`src/logic/uart_shadow_map.vh`:
```
// Purpose: Register offsets, fields and constants of the shadow data port
// Assumes: Word addressed by byte address, 32-bit data
// Notes:   Window base is alias 0; aliases 9 and 10 fall at their offsets
`ifndef UART_SHADOW_MAP_VH
`define UART_SHADOW_MAP_VH
`define WIN_BASE          32'h50001130
`define ALIAS9_OFS        32'h50001154
`define ALIAS10_OFS       32'h50001158
`define WIN_LAST          32'h5000116c
`define LINE_STAT_OFS     32'h50001014
`define FIFO_CTRL_OFS     32'h50001008
`define CTRL_OFS          32'h50001010
`define IRQ_STAT_OFS      32'h50001030
`define IRQ_MASK_OFS      32'h50001034
`define STAT_READY_BIT    0
`define STAT_OVERRUN_BIT  1
`define STAT_TX_EMPTY_BIT 5
`define FIFO_EN_BIT       0
`define CTRL_IR_BIT       0
`define IRQ_RX_BIT        0
`define IRQ_OE_BIT        1
`define IRQ_TX_EMPTY_BIT  2
`define FIFO_DEPTH        16
`define FIFO_AW           4
`define BAUD_DIV          16'h0364
`endif

```
`src/logic/shadow_fifo.v`:
```
// Purpose: 16 x 8 FIFO with registered read data
// Assumes: Push on full and pop on empty are ignored
// Notes:   Head data valid one cycle after any change
`timescale 1ns/1ns
`default_nettype none
`include "uart_shadow_map.vh"
module shadow_fifo (
   input  wire       sys_clk,
   input  wire       nrst,
   input  wire       flush,
   input  wire       push,
   input  wire [7:0] push_data,
   input  wire       pop,
   output reg  [7:0] head_data,
   output wire       full,
   output wire       empty
);
   reg [7:0]           mem [0:`FIFO_DEPTH-1];
   reg [`FIFO_AW-1:0]  wr_ptr_r;
   reg [`FIFO_AW-1:0]  rd_ptr_r;
   reg [`FIFO_AW:0]    count_r;
   wire                do_push;
   wire                do_pop;
   wire [`FIFO_AW-1:0] rd_next;
   assign full    = (count_r == `FIFO_DEPTH);
   assign empty   = (count_r == 0);
   assign do_push = push && !full;
   assign do_pop  = pop && !empty;
   assign rd_next = do_pop ? rd_ptr_r + 1'b1 : rd_ptr_r;
   always @(posedge sys_clk) begin
      if (do_push) begin
         mem[wr_ptr_r] <= push_data;
      end
   end
   always @(posedge sys_clk) begin
      if (!nrst || flush) begin
         wr_ptr_r  <= {`FIFO_AW{1'b0}};
         rd_ptr_r  <= {`FIFO_AW{1'b0}};
         count_r   <= {(`FIFO_AW+1){1'b0}};
         head_data <= 8'h00;
      end else begin
         if (do_push) begin
            wr_ptr_r <= wr_ptr_r + 1'b1;
         end
         rd_ptr_r <= rd_next;
         count_r  <= count_r + {{`FIFO_AW{1'b0}}, do_push} - {{`FIFO_AW{1'b0}}, do_pop};
         if (do_push && (empty || (do_pop && count_r == 1))) begin
            head_data <= push_data;
         end else begin
            head_data <= mem[rd_next];
         end
      end
   end
endmodule
`default_nettype wire

```
`src/logic/serial_phy.v`:
```
// Purpose: 8N1 serial transmitter and receiver
// Assumes: Line input synchronous to sys_clk
// Notes:   Idle line is high; bit time is BAUD_DIV cycles
`timescale 1ns/1ns
`default_nettype none
`include "uart_shadow_map.vh"
module serial_phy (
   input  wire       sys_clk,
   input  wire       nrst,
   input  wire       tx_start,
   input  wire [7:0] tx_byte,
   output wire       tx_busy,
   output reg        tx_line,
   input  wire       rx_line,
   output reg        rx_done,
   output reg  [7:0] rx_byte
);
   reg [15:0] tx_cnt_r;
   reg [3:0]  tx_bit_r;
   reg [8:0]  tx_sh_r;
   reg        tx_act_r;
   reg [15:0] rx_cnt_r;
   reg [3:0]  rx_bit_r;
   reg        rx_act_r;
   reg [7:0]  rx_sh_r;
   assign tx_busy = tx_act_r;
   always @(posedge sys_clk) begin
      if (!nrst) begin
         tx_cnt_r <= 16'h0000;
         tx_bit_r <= 4'h0;
         tx_sh_r  <= 9'h1ff;
         tx_act_r <= 1'b0;
         tx_line  <= 1'b1;
      end else if (!tx_act_r) begin
         tx_line <= 1'b1;
         if (tx_start) begin
            tx_act_r <= 1'b1;
            tx_sh_r  <= {1'b1, tx_byte};
            tx_line  <= 1'b0;
            tx_cnt_r <= 16'h0000;
            tx_bit_r <= 4'h0;
         end
      end else if (tx_cnt_r == `BAUD_DIV - 1) begin
         tx_cnt_r <= 16'h0000;
         if (tx_bit_r == 4'h9) begin
            tx_act_r <= 1'b0;
            tx_line  <= 1'b1;
         end else begin
            tx_line  <= tx_sh_r[0];
            tx_sh_r  <= {1'b1, tx_sh_r[8:1]};
            tx_bit_r <= tx_bit_r + 4'h1;
         end
      end else begin
         tx_cnt_r <= tx_cnt_r + 16'h0001;
      end
   end
   always @(posedge sys_clk) begin
      if (!nrst) begin
         rx_cnt_r <= 16'h0000;
         rx_bit_r <= 4'h0;
         rx_act_r <= 1'b0;
         rx_sh_r  <= 8'h00;
         rx_done  <= 1'b0;
         rx_byte  <= 8'h00;
      end else begin
         rx_done <= 1'b0;
         if (!rx_act_r) begin
            if (!rx_line) begin
               rx_act_r <= 1'b1;
               rx_cnt_r <= `BAUD_DIV >> 1;
               rx_bit_r <= 4'h0;
            end
         end else if (rx_cnt_r == `BAUD_DIV - 1) begin
            rx_cnt_r <= 16'h0000;
            rx_bit_r <= rx_bit_r + 4'h1;
            if (rx_bit_r == 4'h0 && rx_line) begin
               rx_act_r <= 1'b0;
            end else if (rx_bit_r == 4'h9) begin
               rx_act_r <= 1'b0;
               rx_done  <= 1'b1;
               rx_byte  <= rx_sh_r;
            end else if (rx_bit_r != 4'h0) begin
               rx_sh_r <= {rx_line, rx_sh_r[7:1]};
            end
         end else begin
            rx_cnt_r <= rx_cnt_r + 16'h0001;
         end
      end
   end
endmodule
`default_nettype wire

```
`src/logic/uart_shadow_data_port.v`:
```
// Operation
// Read returns last received character, low byte
// Data valid only while data ready set
// FIFO off: new character overwrites, flags overrun
// FIFO on: read returns receive FIFO head
// Full receive FIFO: drop new, flag overrun
// Written character queued to serial or infrared
// Software writes only while holding empty set
// FIFO off: one write clears holding empty
// FIFO off: extra write replaces held character
// FIFO on: up to 16 writes before full
// Write to full transmit FIFO is discarded
// Sixteen word aliases share one data path
// Upper byte reads zero, writes ignored
//
// Purpose: Mirrored receive/transmit data window of a UART
// Assumes: Plain register port, read data one cycle after strobe
// Notes:   Infrared output is active low; line status is read only
`timescale 1ns/1ns
`default_nettype none
`include "uart_shadow_map.vh"
module uart_shadow_data_port (
   input  wire        sys_clk,
   input  wire        nrst,
   input  wire [31:0] addr,
   input  wire [31:0] wdata,
   input  wire        wr,
   input  wire        rd,
   output reg  [31:0] rdata,
   input  wire        serial_in,
   output wire        serial_out,
   input  wire        ir_in,
   output wire        ir_out_n,
   output wire        irq
);
   reg        fifo_en_r;
   reg        ir_mode_r;
   reg        ready_r;
   reg        oe_r;
   reg        tx_empty_r;
   reg  [7:0] rx_hold_r;
   reg  [7:0] tx_hold_r;
   reg        tx_hold_full_r;
   reg  [2:0] irq_stat_r;
   reg  [2:0] irq_mask_r;
   reg  [2:0] irq_stat_nxt;
   reg  [31:0] rdata_nxt;
   wire       win_hit;
   wire       rx_done;
   wire [7:0] rx_byte;
   wire       tx_busy;
   wire       tx_line;
   wire       rx_line;
   wire       data_rd;
   wire       data_wr;
   wire       rxf_full;
   wire       rxf_empty;
   wire [7:0] rxf_head;
   wire       txf_full;
   wire       txf_empty;
   wire [7:0] txf_head;
   wire       tx_start;
   wire       fifo_wr;
   wire       overrun_ev;
   wire       tx_empty_ev;
   reg        tx_busy_d_r;

   function in_window;
      input [31:0] a;
      begin
         in_window = (a >= `WIN_BASE) && (a <= `WIN_LAST) && (a[1:0] == 2'b00);
      end
   endfunction

   assign win_hit = in_window(addr);
   assign data_rd = rd && win_hit;
   assign data_wr = wr && win_hit;
   assign rx_line = ir_mode_r ? ir_in : serial_in;
   assign serial_out = ir_mode_r ? 1'b1 : tx_line;
   assign ir_out_n   = ir_mode_r ? tx_line : 1'b1;
   assign fifo_wr    = fifo_en_r && data_wr;
   assign overrun_ev = rx_done && (fifo_en_r ? rxf_full : ready_r);
   assign tx_start   = !tx_busy && !tx_busy_d_r &&
                       (fifo_en_r ? !txf_empty : tx_hold_full_r);
   assign tx_empty_ev = !tx_empty_r &&
                       (fifo_en_r ? (txf_empty && !fifo_wr) : (!tx_hold_full_r && !data_wr));

   shadow_fifo rx_fifo (
      .sys_clk   (sys_clk),
      .nrst      (nrst),
      .flush     (!fifo_en_r),
      .push      (rx_done && fifo_en_r),
      .push_data (rx_byte),
      .pop       (data_rd && fifo_en_r),
      .head_data (rxf_head),
      .full      (rxf_full),
      .empty     (rxf_empty)
   );

   shadow_fifo tx_fifo (
      .sys_clk   (sys_clk),
      .nrst      (nrst),
      .flush     (!fifo_en_r),
      .push      (fifo_wr),
      .push_data (wdata[7:0]),
      .pop       (tx_start && fifo_en_r),
      .head_data (txf_head),
      .full      (txf_full),
      .empty     (txf_empty)
   );

   serial_phy phy (
      .sys_clk  (sys_clk),
      .nrst     (nrst),
      .tx_start (tx_start),
      .tx_byte  (fifo_en_r ? txf_head : tx_hold_r),
      .tx_busy  (tx_busy),
      .tx_line  (tx_line),
      .rx_line  (rx_line),
      .rx_done  (rx_done),
      .rx_byte  (rx_byte)
   );

   always @(posedge sys_clk) begin
      if (!nrst) begin
         fifo_en_r   <= 1'b0;
         ir_mode_r   <= 1'b0;
         ready_r     <= 1'b0;
         oe_r        <= 1'b0;
         tx_empty_r  <= 1'b1;
         rx_hold_r   <= 8'h00;
         tx_hold_r   <= 8'h00;
         tx_hold_full_r <= 1'b0;
         irq_mask_r  <= 3'h0;
         irq_stat_r  <= 3'h0;
         tx_busy_d_r <= 1'b0;
      end else begin
         tx_busy_d_r <= tx_start;
         irq_stat_r  <= irq_stat_nxt;
         if (wr && addr == `FIFO_CTRL_OFS) begin
            fifo_en_r <= wdata[`FIFO_EN_BIT];
         end
         if (wr && addr == `CTRL_OFS) begin
            ir_mode_r <= wdata[`CTRL_IR_BIT];
         end
         if (wr && addr == `IRQ_MASK_OFS) begin
            irq_mask_r <= wdata[2:0];
         end
         // Receive holding register in non-FIFO mode
         if (rx_done && !fifo_en_r) begin
            rx_hold_r <= rx_byte;
         end
         // Data ready follows holding register or FIFO level
         if (fifo_en_r) begin
            ready_r <= !rxf_empty || (rx_done && !rxf_full);
         end else if (rx_done) begin
            ready_r <= 1'b1;
         end else if (data_rd) begin
            ready_r <= 1'b0;
         end
         // Overrun sets over a status read clearing it
         if (overrun_ev) begin
            oe_r <= 1'b1;
         end else if (rd && addr == `LINE_STAT_OFS) begin
            oe_r <= 1'b0;
         end
         // Transmit holding register in non-FIFO mode
         if (data_wr && !fifo_en_r) begin
            tx_hold_r      <= wdata[7:0];
            tx_hold_full_r <= 1'b1;
         end else if (tx_start && !fifo_en_r) begin
            tx_hold_full_r <= 1'b0;
         end
         if (fifo_en_r ? (fifo_wr || !txf_empty) : data_wr) begin
            tx_empty_r <= 1'b0;
         end else if (tx_empty_ev) begin
            tx_empty_r <= 1'b1;
         end
      end
   end

   // Sticky interrupt status, set wins over write-one clear
   always @* begin
      irq_stat_nxt = irq_stat_r;
      if (wr && addr == `IRQ_STAT_OFS) begin
         irq_stat_nxt = irq_stat_r & ~wdata[2:0];
      end
      if (rx_done) begin
         irq_stat_nxt[`IRQ_RX_BIT] = 1'b1;
      end
      if (overrun_ev) begin
         irq_stat_nxt[`IRQ_OE_BIT] = 1'b1;
      end
      if (tx_empty_ev) begin
         irq_stat_nxt[`IRQ_TX_EMPTY_BIT] = 1'b1;
      end
   end
   assign irq = |(irq_stat_r & irq_mask_r);

   always @* begin
      rdata_nxt = 32'h00000000;
      if (win_hit) begin
         rdata_nxt[7:0] = fifo_en_r ? rxf_head : rx_hold_r;
      end else begin
         case (addr)
            `LINE_STAT_OFS: begin
               rdata_nxt[`STAT_READY_BIT]    = ready_r;
               rdata_nxt[`STAT_OVERRUN_BIT]  = oe_r;
               rdata_nxt[`STAT_TX_EMPTY_BIT] = tx_empty_r;
            end
            `FIFO_CTRL_OFS: rdata_nxt[`FIFO_EN_BIT] = fifo_en_r;
            `CTRL_OFS:     rdata_nxt[`CTRL_IR_BIT] = ir_mode_r;
            `IRQ_STAT_OFS: rdata_nxt[2:0] = irq_stat_r;
            `IRQ_MASK_OFS: rdata_nxt[2:0] = irq_mask_r;
            default:       rdata_nxt = 32'h00000000;
         endcase
      end
   end

   always @(posedge sys_clk) begin
      if (!nrst) begin
         rdata <= 32'h00000000;
      end else if (rd) begin
         rdata <= rdata_nxt;
      end else begin
         rdata <= 32'h00000000;
      end
   end
endmodule
`default_nettype wire

```
`config.mk`:
```
export PLATFORM = sky130hd
export DESIGN_NAME = uart_shadow_data_port
export DESIGN_NICKNAME = d
export VERILOG_FILES = /design/src/logic/shadow_fifo.v /design/src/logic/serial_phy.v /design/src/logic/uart_shadow_data_port.v
export VERILOG_INCLUDE_DIRS = /design/src /design/src/logic
export SDC_FILE = /design/constraint.sdc
export NUM_CORES = 1
export LEC_CHECK = 0
export BUFFER_PORTS_ARGS = -buffer_cell sky130_fd_sc_hd__buf_4
export CORE_MARGIN = 4
export CORE_UTILIZATION = 50
export CTS_CLUSTER_DIAMETER = 30
export DETAILED_ROUTE_END_ITERATION = 7
export PLACE_DENSITY = 0.68
export SYNTH_ARGS = -nofsm -noshare
export SYNTH_HDL_FRONTEND = slang
export SYNTH_SLANG_ARGS = --single-unit
```
`constraint.sdc`:
```
create_clock -name sys_clk -period 4.45 [get_ports sys_clk]
set_clock_uncertainty 0.15 [all_clocks]
set_input_delay 0.445 -clock sys_clk [delete_from_list [all_inputs] [get_ports sys_clk]]
set_output_delay 0.445 -clock sys_clk [all_outputs]
set_load 0.05 [all_outputs]
```
Word-level counts from Yosys, hierarchy flattened:

Memory sizes are Yosys's and may differ from the RTL's.
Index checks and enable logic that the tools add are counted.

* register bits after elaboration: 172
* RAM bits: 256
* bits of input ports: 70
* memories kept: 2

* add/sub/neg operators: 12
* order comparisons: 2
* eq/ne operators: 17
* multiplexer cells: 66
* bitwise operators: 8
* reduce and logical (&&, ||, !) cells: 70

Memories
* rx_fifo.mem: depth 16, width 8, read ports 1, clocked after Yosys merged registers in 0, wr ports 1, RTL line shadow_fifo.v:18 `` reg [7:0] mem [0:`FIFO_DEPTH-1]; ``
* tx_fifo.mem: depth 16, width 8, read ports 1, clocked after Yosys merged registers in 0, wr ports 1, RTL line shadow_fifo.v:18

Operators by type and width (number)
* $eq A32 B31 Y1 const B: 5
* $mux W16: 6
* $mux W8: 5
* $mux W1: 38
* $mux W4: 9
* $mux W9: 4
* $add A16 B1 Y16 const B: 2
* $eq A16 B10 Y1 const B: 2
* $ge A32 B31 Y1 const B: 1
* $le A32 B31 Y1 const B: 1
* $logic_and A1 B1 Y1: 32
* $add A4 B1 Y4 const B: 6
* $reduce_bool A2 Y1: 7
* $logic_not A1 Y1: 12
* $add A5 B1 Y5: 2
* $eq A5 B1 Y1 const B: 2
* $eq A5 B5 Y1 const B: 2
* $logic_not A5 Y1: 2
* $sub A5 B1 Y5: 2
* $eq A4 B4 Y1 const B: 2
* $ne A2 B2 Y1 const B: 4
* $and A3 B3 Y3: 2
* $reduce_and A3 Y1: 2
* $logic_or A1 B1 Y1: 5
* 15 further kinds: 20

Longest topological paths before layout:

* depth after elaboration: 11
* gate-level depth with buffers: 15
* mapped depth without buffers: 14

Modules after synthesis:

A second synthesis with hierarchy kept.

* cell total of the unflattened synthesis: 1675
* area total of the unflattened synthesis: 20258.2 µm²

By module, submodules not included
* shadow_fifo (tx_fifo): times used 1, cells each 525, area each 7402.1 µm², sequential area each 4264.1 µm²
* shadow_fifo (rx_fifo): times used 1, cells each 497, area each 7270.7 µm², sequential area each 4264.1 µm²
* serial_phy: times used 1, cells each 393, area each 3348.2 µm², sequential area each 1361.3 µm²
* uart_shadow_data_port: times used 1, cells each 260, area each 2237.1 µm², sequential area each 740.7 µm²

Worst setup path after synthesis:

No wires, ideal clock.

* path type: input port to flip-flop
* start: input port addr[29]
* end: memory tx_fifo.mem[3][0], enable pin
* setup time: 0.383 ns
* data arrival time: 2.741 ns
* path slack: 1.176 ns
* stages: 8
* buffers on the path: 2
* cell sequence: a211o_1 -> a21o_1 -> a2111oi_4 -> buf_2 -> o2111a_1 -> buf_2 -> nand2_1 -> nor3_1

* cells in the longest elaborated chain, start to end: 8

Ends and longest elaborated chain
* start: declaration: RTL line uart_shadow_data_port.v:25 `input wire [31:0] addr,`
* $ge A32 B31 Y1 (no source line) or $le A32 B31 Y1 (tied branches)
* $logic_and A1 B1 Y1 * (2 in series): RTL line uart_shadow_data_port.v:71 `` in_window = (a >= `WIN_BASE) && (a <= `WIN_LAST) && (a[1:0] == 2'b00); ``
* $logic_and A1 B1 Y1 *: RTL line uart_shadow_data_port.v:77 `assign data_wr = wr && win_hit;`
* $logic_and A1 B1 Y1 *: RTL line uart_shadow_data_port.v:81 `assign fifo_wr = fifo_en_r && data_wr;`
* $logic_and A1 B1 Y1 *: RTL line shadow_fifo.v:27 `assign do_push = push && !full;`
* net tx_fifo.do_push: RTL line shadow_fifo.v:22 `wire do_push;`
* $mux W1 *: RTL line shadow_fifo.v:31 `if (do_push) begin`
* $mux W1 (not written as such) *: RTL line shadow_fifo.v:32 `mem[wr_ptr_r] <= push_data;`
* end: declaration: RTL line shadow_fifo.v:18

Mark *: on every way through the listed nets, which the timed path passes. The rest lies on a longest branch.

Worst setup path after layout:

* start: register tx_fifo.count_r[3]
* end: register tx_fifo.head_data[7]

* cells in the longest elaborated chain, start to end: 10

Ends and longest elaborated chain
* start: declaration: RTL line shadow_fifo.v:21 `` reg [`FIFO_AW:0] count_r; ``
* start signal: assignment: RTL line shadow_fifo.v:39 `` count_r <= {(`FIFO_AW+1){1'b0}}; ``
* start signal: assignment: RTL line shadow_fifo.v:46 `` count_r <= count_r + {{`FIFO_AW{1'b0}}, do_push} - {{`FIFO_AW{1'b0}}, do_pop}; ``
* parallel branches: the longest is 9 deep, another holds $mem_v2 Z16 W8
* $mux W8 *: RTL line shadow_fifo.v:47 `if (do_push && (empty || (do_pop && count_r == 1))) begin`
* end signal: assignment: RTL line shadow_fifo.v:48 `head_data <= push_data;`
* end signal: assignment: RTL line shadow_fifo.v:50 `head_data <= mem[rd_next];`
* end: declaration: RTL line shadow_fifo.v:14 `output reg [7:0] head_data,`

Mark *: on every way between the ends.
A chain may end at the register's enable or synchronous reset.

==> flow_summary.yaml <==
drt:
  drtPass1Iterations: 5
  routed_wl_mm: 39.7
  drt_iter0_markers: 904
  viasPerCell: 5.69
  wire_per_inst_microns: 19.1
  drc: 0
  vias: 11800
  drt.antenna.violating_nets: 0
min_path:
  min_path_type: "input port to flip-flop"
power_and_ir_drop:
  p_leak_nw: 7.93
  worst_ir_drop_vdd_mv: 0.381
  finalPower_mw: 9.76
  power_density_mw_per_mm2: 466
cts:
  clkTransAtPathRegs_ps: 50
  post_cts_resized: 0
  clock_tree.root_cell: "clkbuf_16"
  htree_levels: 3
  numCtsBuffers: 76
  cts_hold_buf: 0
  clk_latency_ps: 570
  post-cts-setup-buffers: 0
  clkSinkCount: 403
  clockBufferDepth: 3
  cts_tree: "yes"
yosys:
  synth-compound-area-share: 0.101
  ys.flop_type: "edfxtp_1"
  yosys_warnings: 0
  synth_cells: 1453
  synthMuxAreaShare: 0.0827
  synth_xor_area_frac: 0.0101
  async_reset_ff_frac: 0
  yosys.area_share.simple: 0.135
  synthesis.area_sq_mm: 0.0174
  synth_top_family_by_area: "simple AND/OR/NAND/NOR gates"
  synthAdderAreaFrac: 0.0225
  synth_edf_count: 256
  synth_area_per_cell_sq_um: 12.0
  synth_seq_cells: 403
  ys_types: 68
  ys_seq_area_frac: 0.611
layout:
  area_delta_synth_final_pct: 20.4
  final_area_sq_mm: 0.0209
  drive_above_1_share: 0.160
  fin_util: 0.607
  antenna_cells: 0
  finalNonFillerCells: 2076
  fin_nets: 1657
  fillers: 2671
die:
  ios: 105
  coreArea_sq_mm: 0.0345
  rows: 68
  die_y_microns: 194
  die-area_sq_mm: 0.0378
  die_w_microns: 194
  start_util: 0.505
placement:
  place_congestion: 0.836
  detailed_place.area_sq_mm: 0.0184
  placement.io_buffers: 56
  dp_slack_ps: 683
  dp_hpwl_mm: 24.8
  dp_cells: 1934
timing:
  rsz0062_at_grt: "no"
  fin_ws_ps: 898
  hold_ws_ps: 67.6
  tns_ps: 0
  hold_viol: 0
  setup_viol: 0
  slew_violations: 0
  timing.fmax_ghz: 0.281
  worstMarginPinSlew_ps: 1080
  period_minus_slack_ps: 3550
  slew_headroom: 0.274
  period_share: 0.798
flow_run:
  cap_viol_max_count: 0
global_route:
  grt_max_degree: 67
  antenna_found_initial: 0
  grt.overflow.total: 0
  track_usage: 0.207
  grt_pass1_wl_mm: 63.2
  grt_pass1_vias: 11600
critical_path:
  path_max_fanout: 28
  worstPathRequired_ps: 4720
  path_class: "flip-flop to flip-flop"
  worstPathArrival_ps: 3820
  crit_path_start_kind: "flip-flop"
  critPathCaptureType: "flip-flop"
run_status:
  status: "finished clean"
## routing by layer
layer / vias to the layer above / share of wire / GRT usage
met5: - / 0 / 0
met3: 91 / 0.056 / 0.0378
met1: 5743 / 0.42 / 0.271
met4: 0 / 0.032 / 0.0872
li1: 5615 / - / -
met2: 358 / 0.49 / 0.342
## path summary, 6_finish.rpt
path	from	to	slack, ps	depth (start not counted)
worst min-delay path	nrst	phy.tx_sh_r[7]	70	2
worst max register to register	tx_fifo.count_r[3]	tx_fifo.head_data[7]	900	10
worst max-delay path	tx_fifo.count_r[3]	tx_fifo.head_data[7]	900	10
worst min register to register	phy.rx_sh_r[0]	phy.rx_byte[0]	300	2
## worst max-delay path, stage by stage, from the launching register on
cell,delay [ps]
dfxtp_1,310
inv_1,80
ha_1,180
or3b_2,480
o211a_1,350
xnor2_2,670
buf_12,310
mux2i_1,250
mux4_2,250
a2bb2oi_1,230
o21ai_0,120
## cells in the final DEF (no fill, tap or decap), drive strengths merged, types with 18 or more instances in the layout
cell type,Yosys,routed
a211oi,32,32
a21oi,61,61
and3,63,63
buf,49,103
clkbuf,51,98
clkinv,0,25
conb,1,24
dfxtp,147,147
edfxtp,256,256
ha,28,28
inv,29,34
mux2i,105,105
nand2,100,100
nand3,52,52
nand4,18,18
nor2,140,140
nor3,21,21
o211ai,20,20
o21ai,77,77
## report_power, final
group,total (mW),internal [mW],switching (mW)
combinational,0.154,0.0408,0.113
clock,5.64,3.75,1.89
sequential,3.97,3.96,0.00686
## registers in the layout, indices dropped and copies added, names as in the netlist, 3 cells and up
signal,flops
tx_fifo.wr_ptr_r,4
rx_fifo.head_data,8
rx_fifo.count_r,5
rdata,8
irq_stat_r,3
phy.rx_sh_r,8
phy.rx_bit_r,4
rx_fifo.mem,128
phy.tx_sh_r,8
tx_fifo.rd_ptr_r,4
rx_fifo.wr_ptr_r,4
phy.tx_bit_r,4
rx_hold_r,8
tx_hold_r,8
tx_fifo.head_data,8
phy.rx_cnt_r,16
irq_mask_r,3
phy.tx_cnt_r,16
rx_fifo.rd_ptr_r,4
tx_fifo.count_r,5
tx_fifo.mem,128
phy.rx_byte,8
## cells in the mapped netlist, types with 4 or more instances
| cell | count | share of area |
|---|---|---|
| edfxtp_1 | 256 | 0.44 |
| dfxtp_1 | 147 | 0.17 |
| nor2_1 | 140 | 0.030 |
| mux2i_1 | 104 | 0.060 |
| nand2_1 | 100 | 0.022 |
| o21ai_0 | 68 | 0.020 |
| and3_1 | 63 | 0.023 |
| a21oi_1 | 61 | 0.018 |
| nand3_1 | 52 | 0.015 |
| clkbuf_1 | 51 | 0.011 |
| a211oi_1 | 32 | 0.014 |
| buf_4 | 31 | 0.013 |
| ha_1 | 28 | 0.020 |
| inv_1 | 28 | 0.0060 |
| nor3_1 | 21 | 0.0060 |
| o211ai_1 | 20 | 0.0086 |
| nand4_1 | 18 | 0.0065 |
| a211o_1 | 17 | 0.0086 |
| mux4_2 | 16 | 0.021 |
| a31oi_1 | 15 | 0.0054 |
| buf_2 | 12 | 0.0035 |
| xor2_1 | 12 | 0.0060 |
| nand2b_1 | 11 | 0.0040 |
| nor4_1 | 11 | 0.0040 |
| or3_1 | 11 | 0.0040 |
| or4_1 | 11 | 0.0047 |
| nor3b_1 | 10 | 0.0043 |
| a2bb2oi_1 | 8 | 0.0040 |
| xnor2_1 | 8 | 0.0040 |
| and2_1 | 7 | 0.0025 |
| nor2b_1 | 7 | 0.0025 |
| o21ai_1 | 7 | 0.0020 |
| a22oi_1 | 5 | 0.0022 |
| a21o_1 | 4 | 0.0017 |
| buf_6 | 4 | 0.0026 |
| nor4b_1 | 4 | 0.0020 |
| o31ai_1 | 4 | 0.0017 |
## logic make-up (layout without fill, tap and decap cells)
family          after synthesis  in the layout
simple gates                478            478
flops                       403            403
compound gates              269            269
buf+inv                     129            274
mux                         123            123
fa+ha+maj                    30             30
xor+xnor                     20             20
other cells                   1             24
## layout make-up
cell class / instances / area [sq um] / share of cell area
flip-flops and latches: 403 / 10600 / 0.508
multi-input cells: 944 / 6220 / 0.297
clock buffers: 98 / 2100 / 0.100
repair buffers: 103 / 823 / 0.0393
well taps: 455 / 569 / 0.0272
clock inverters: 44 / 477 / 0.0228
inverters: 29 / 109 / 0.00520
No activity file was read; power rests on OpenSTA's default activity.
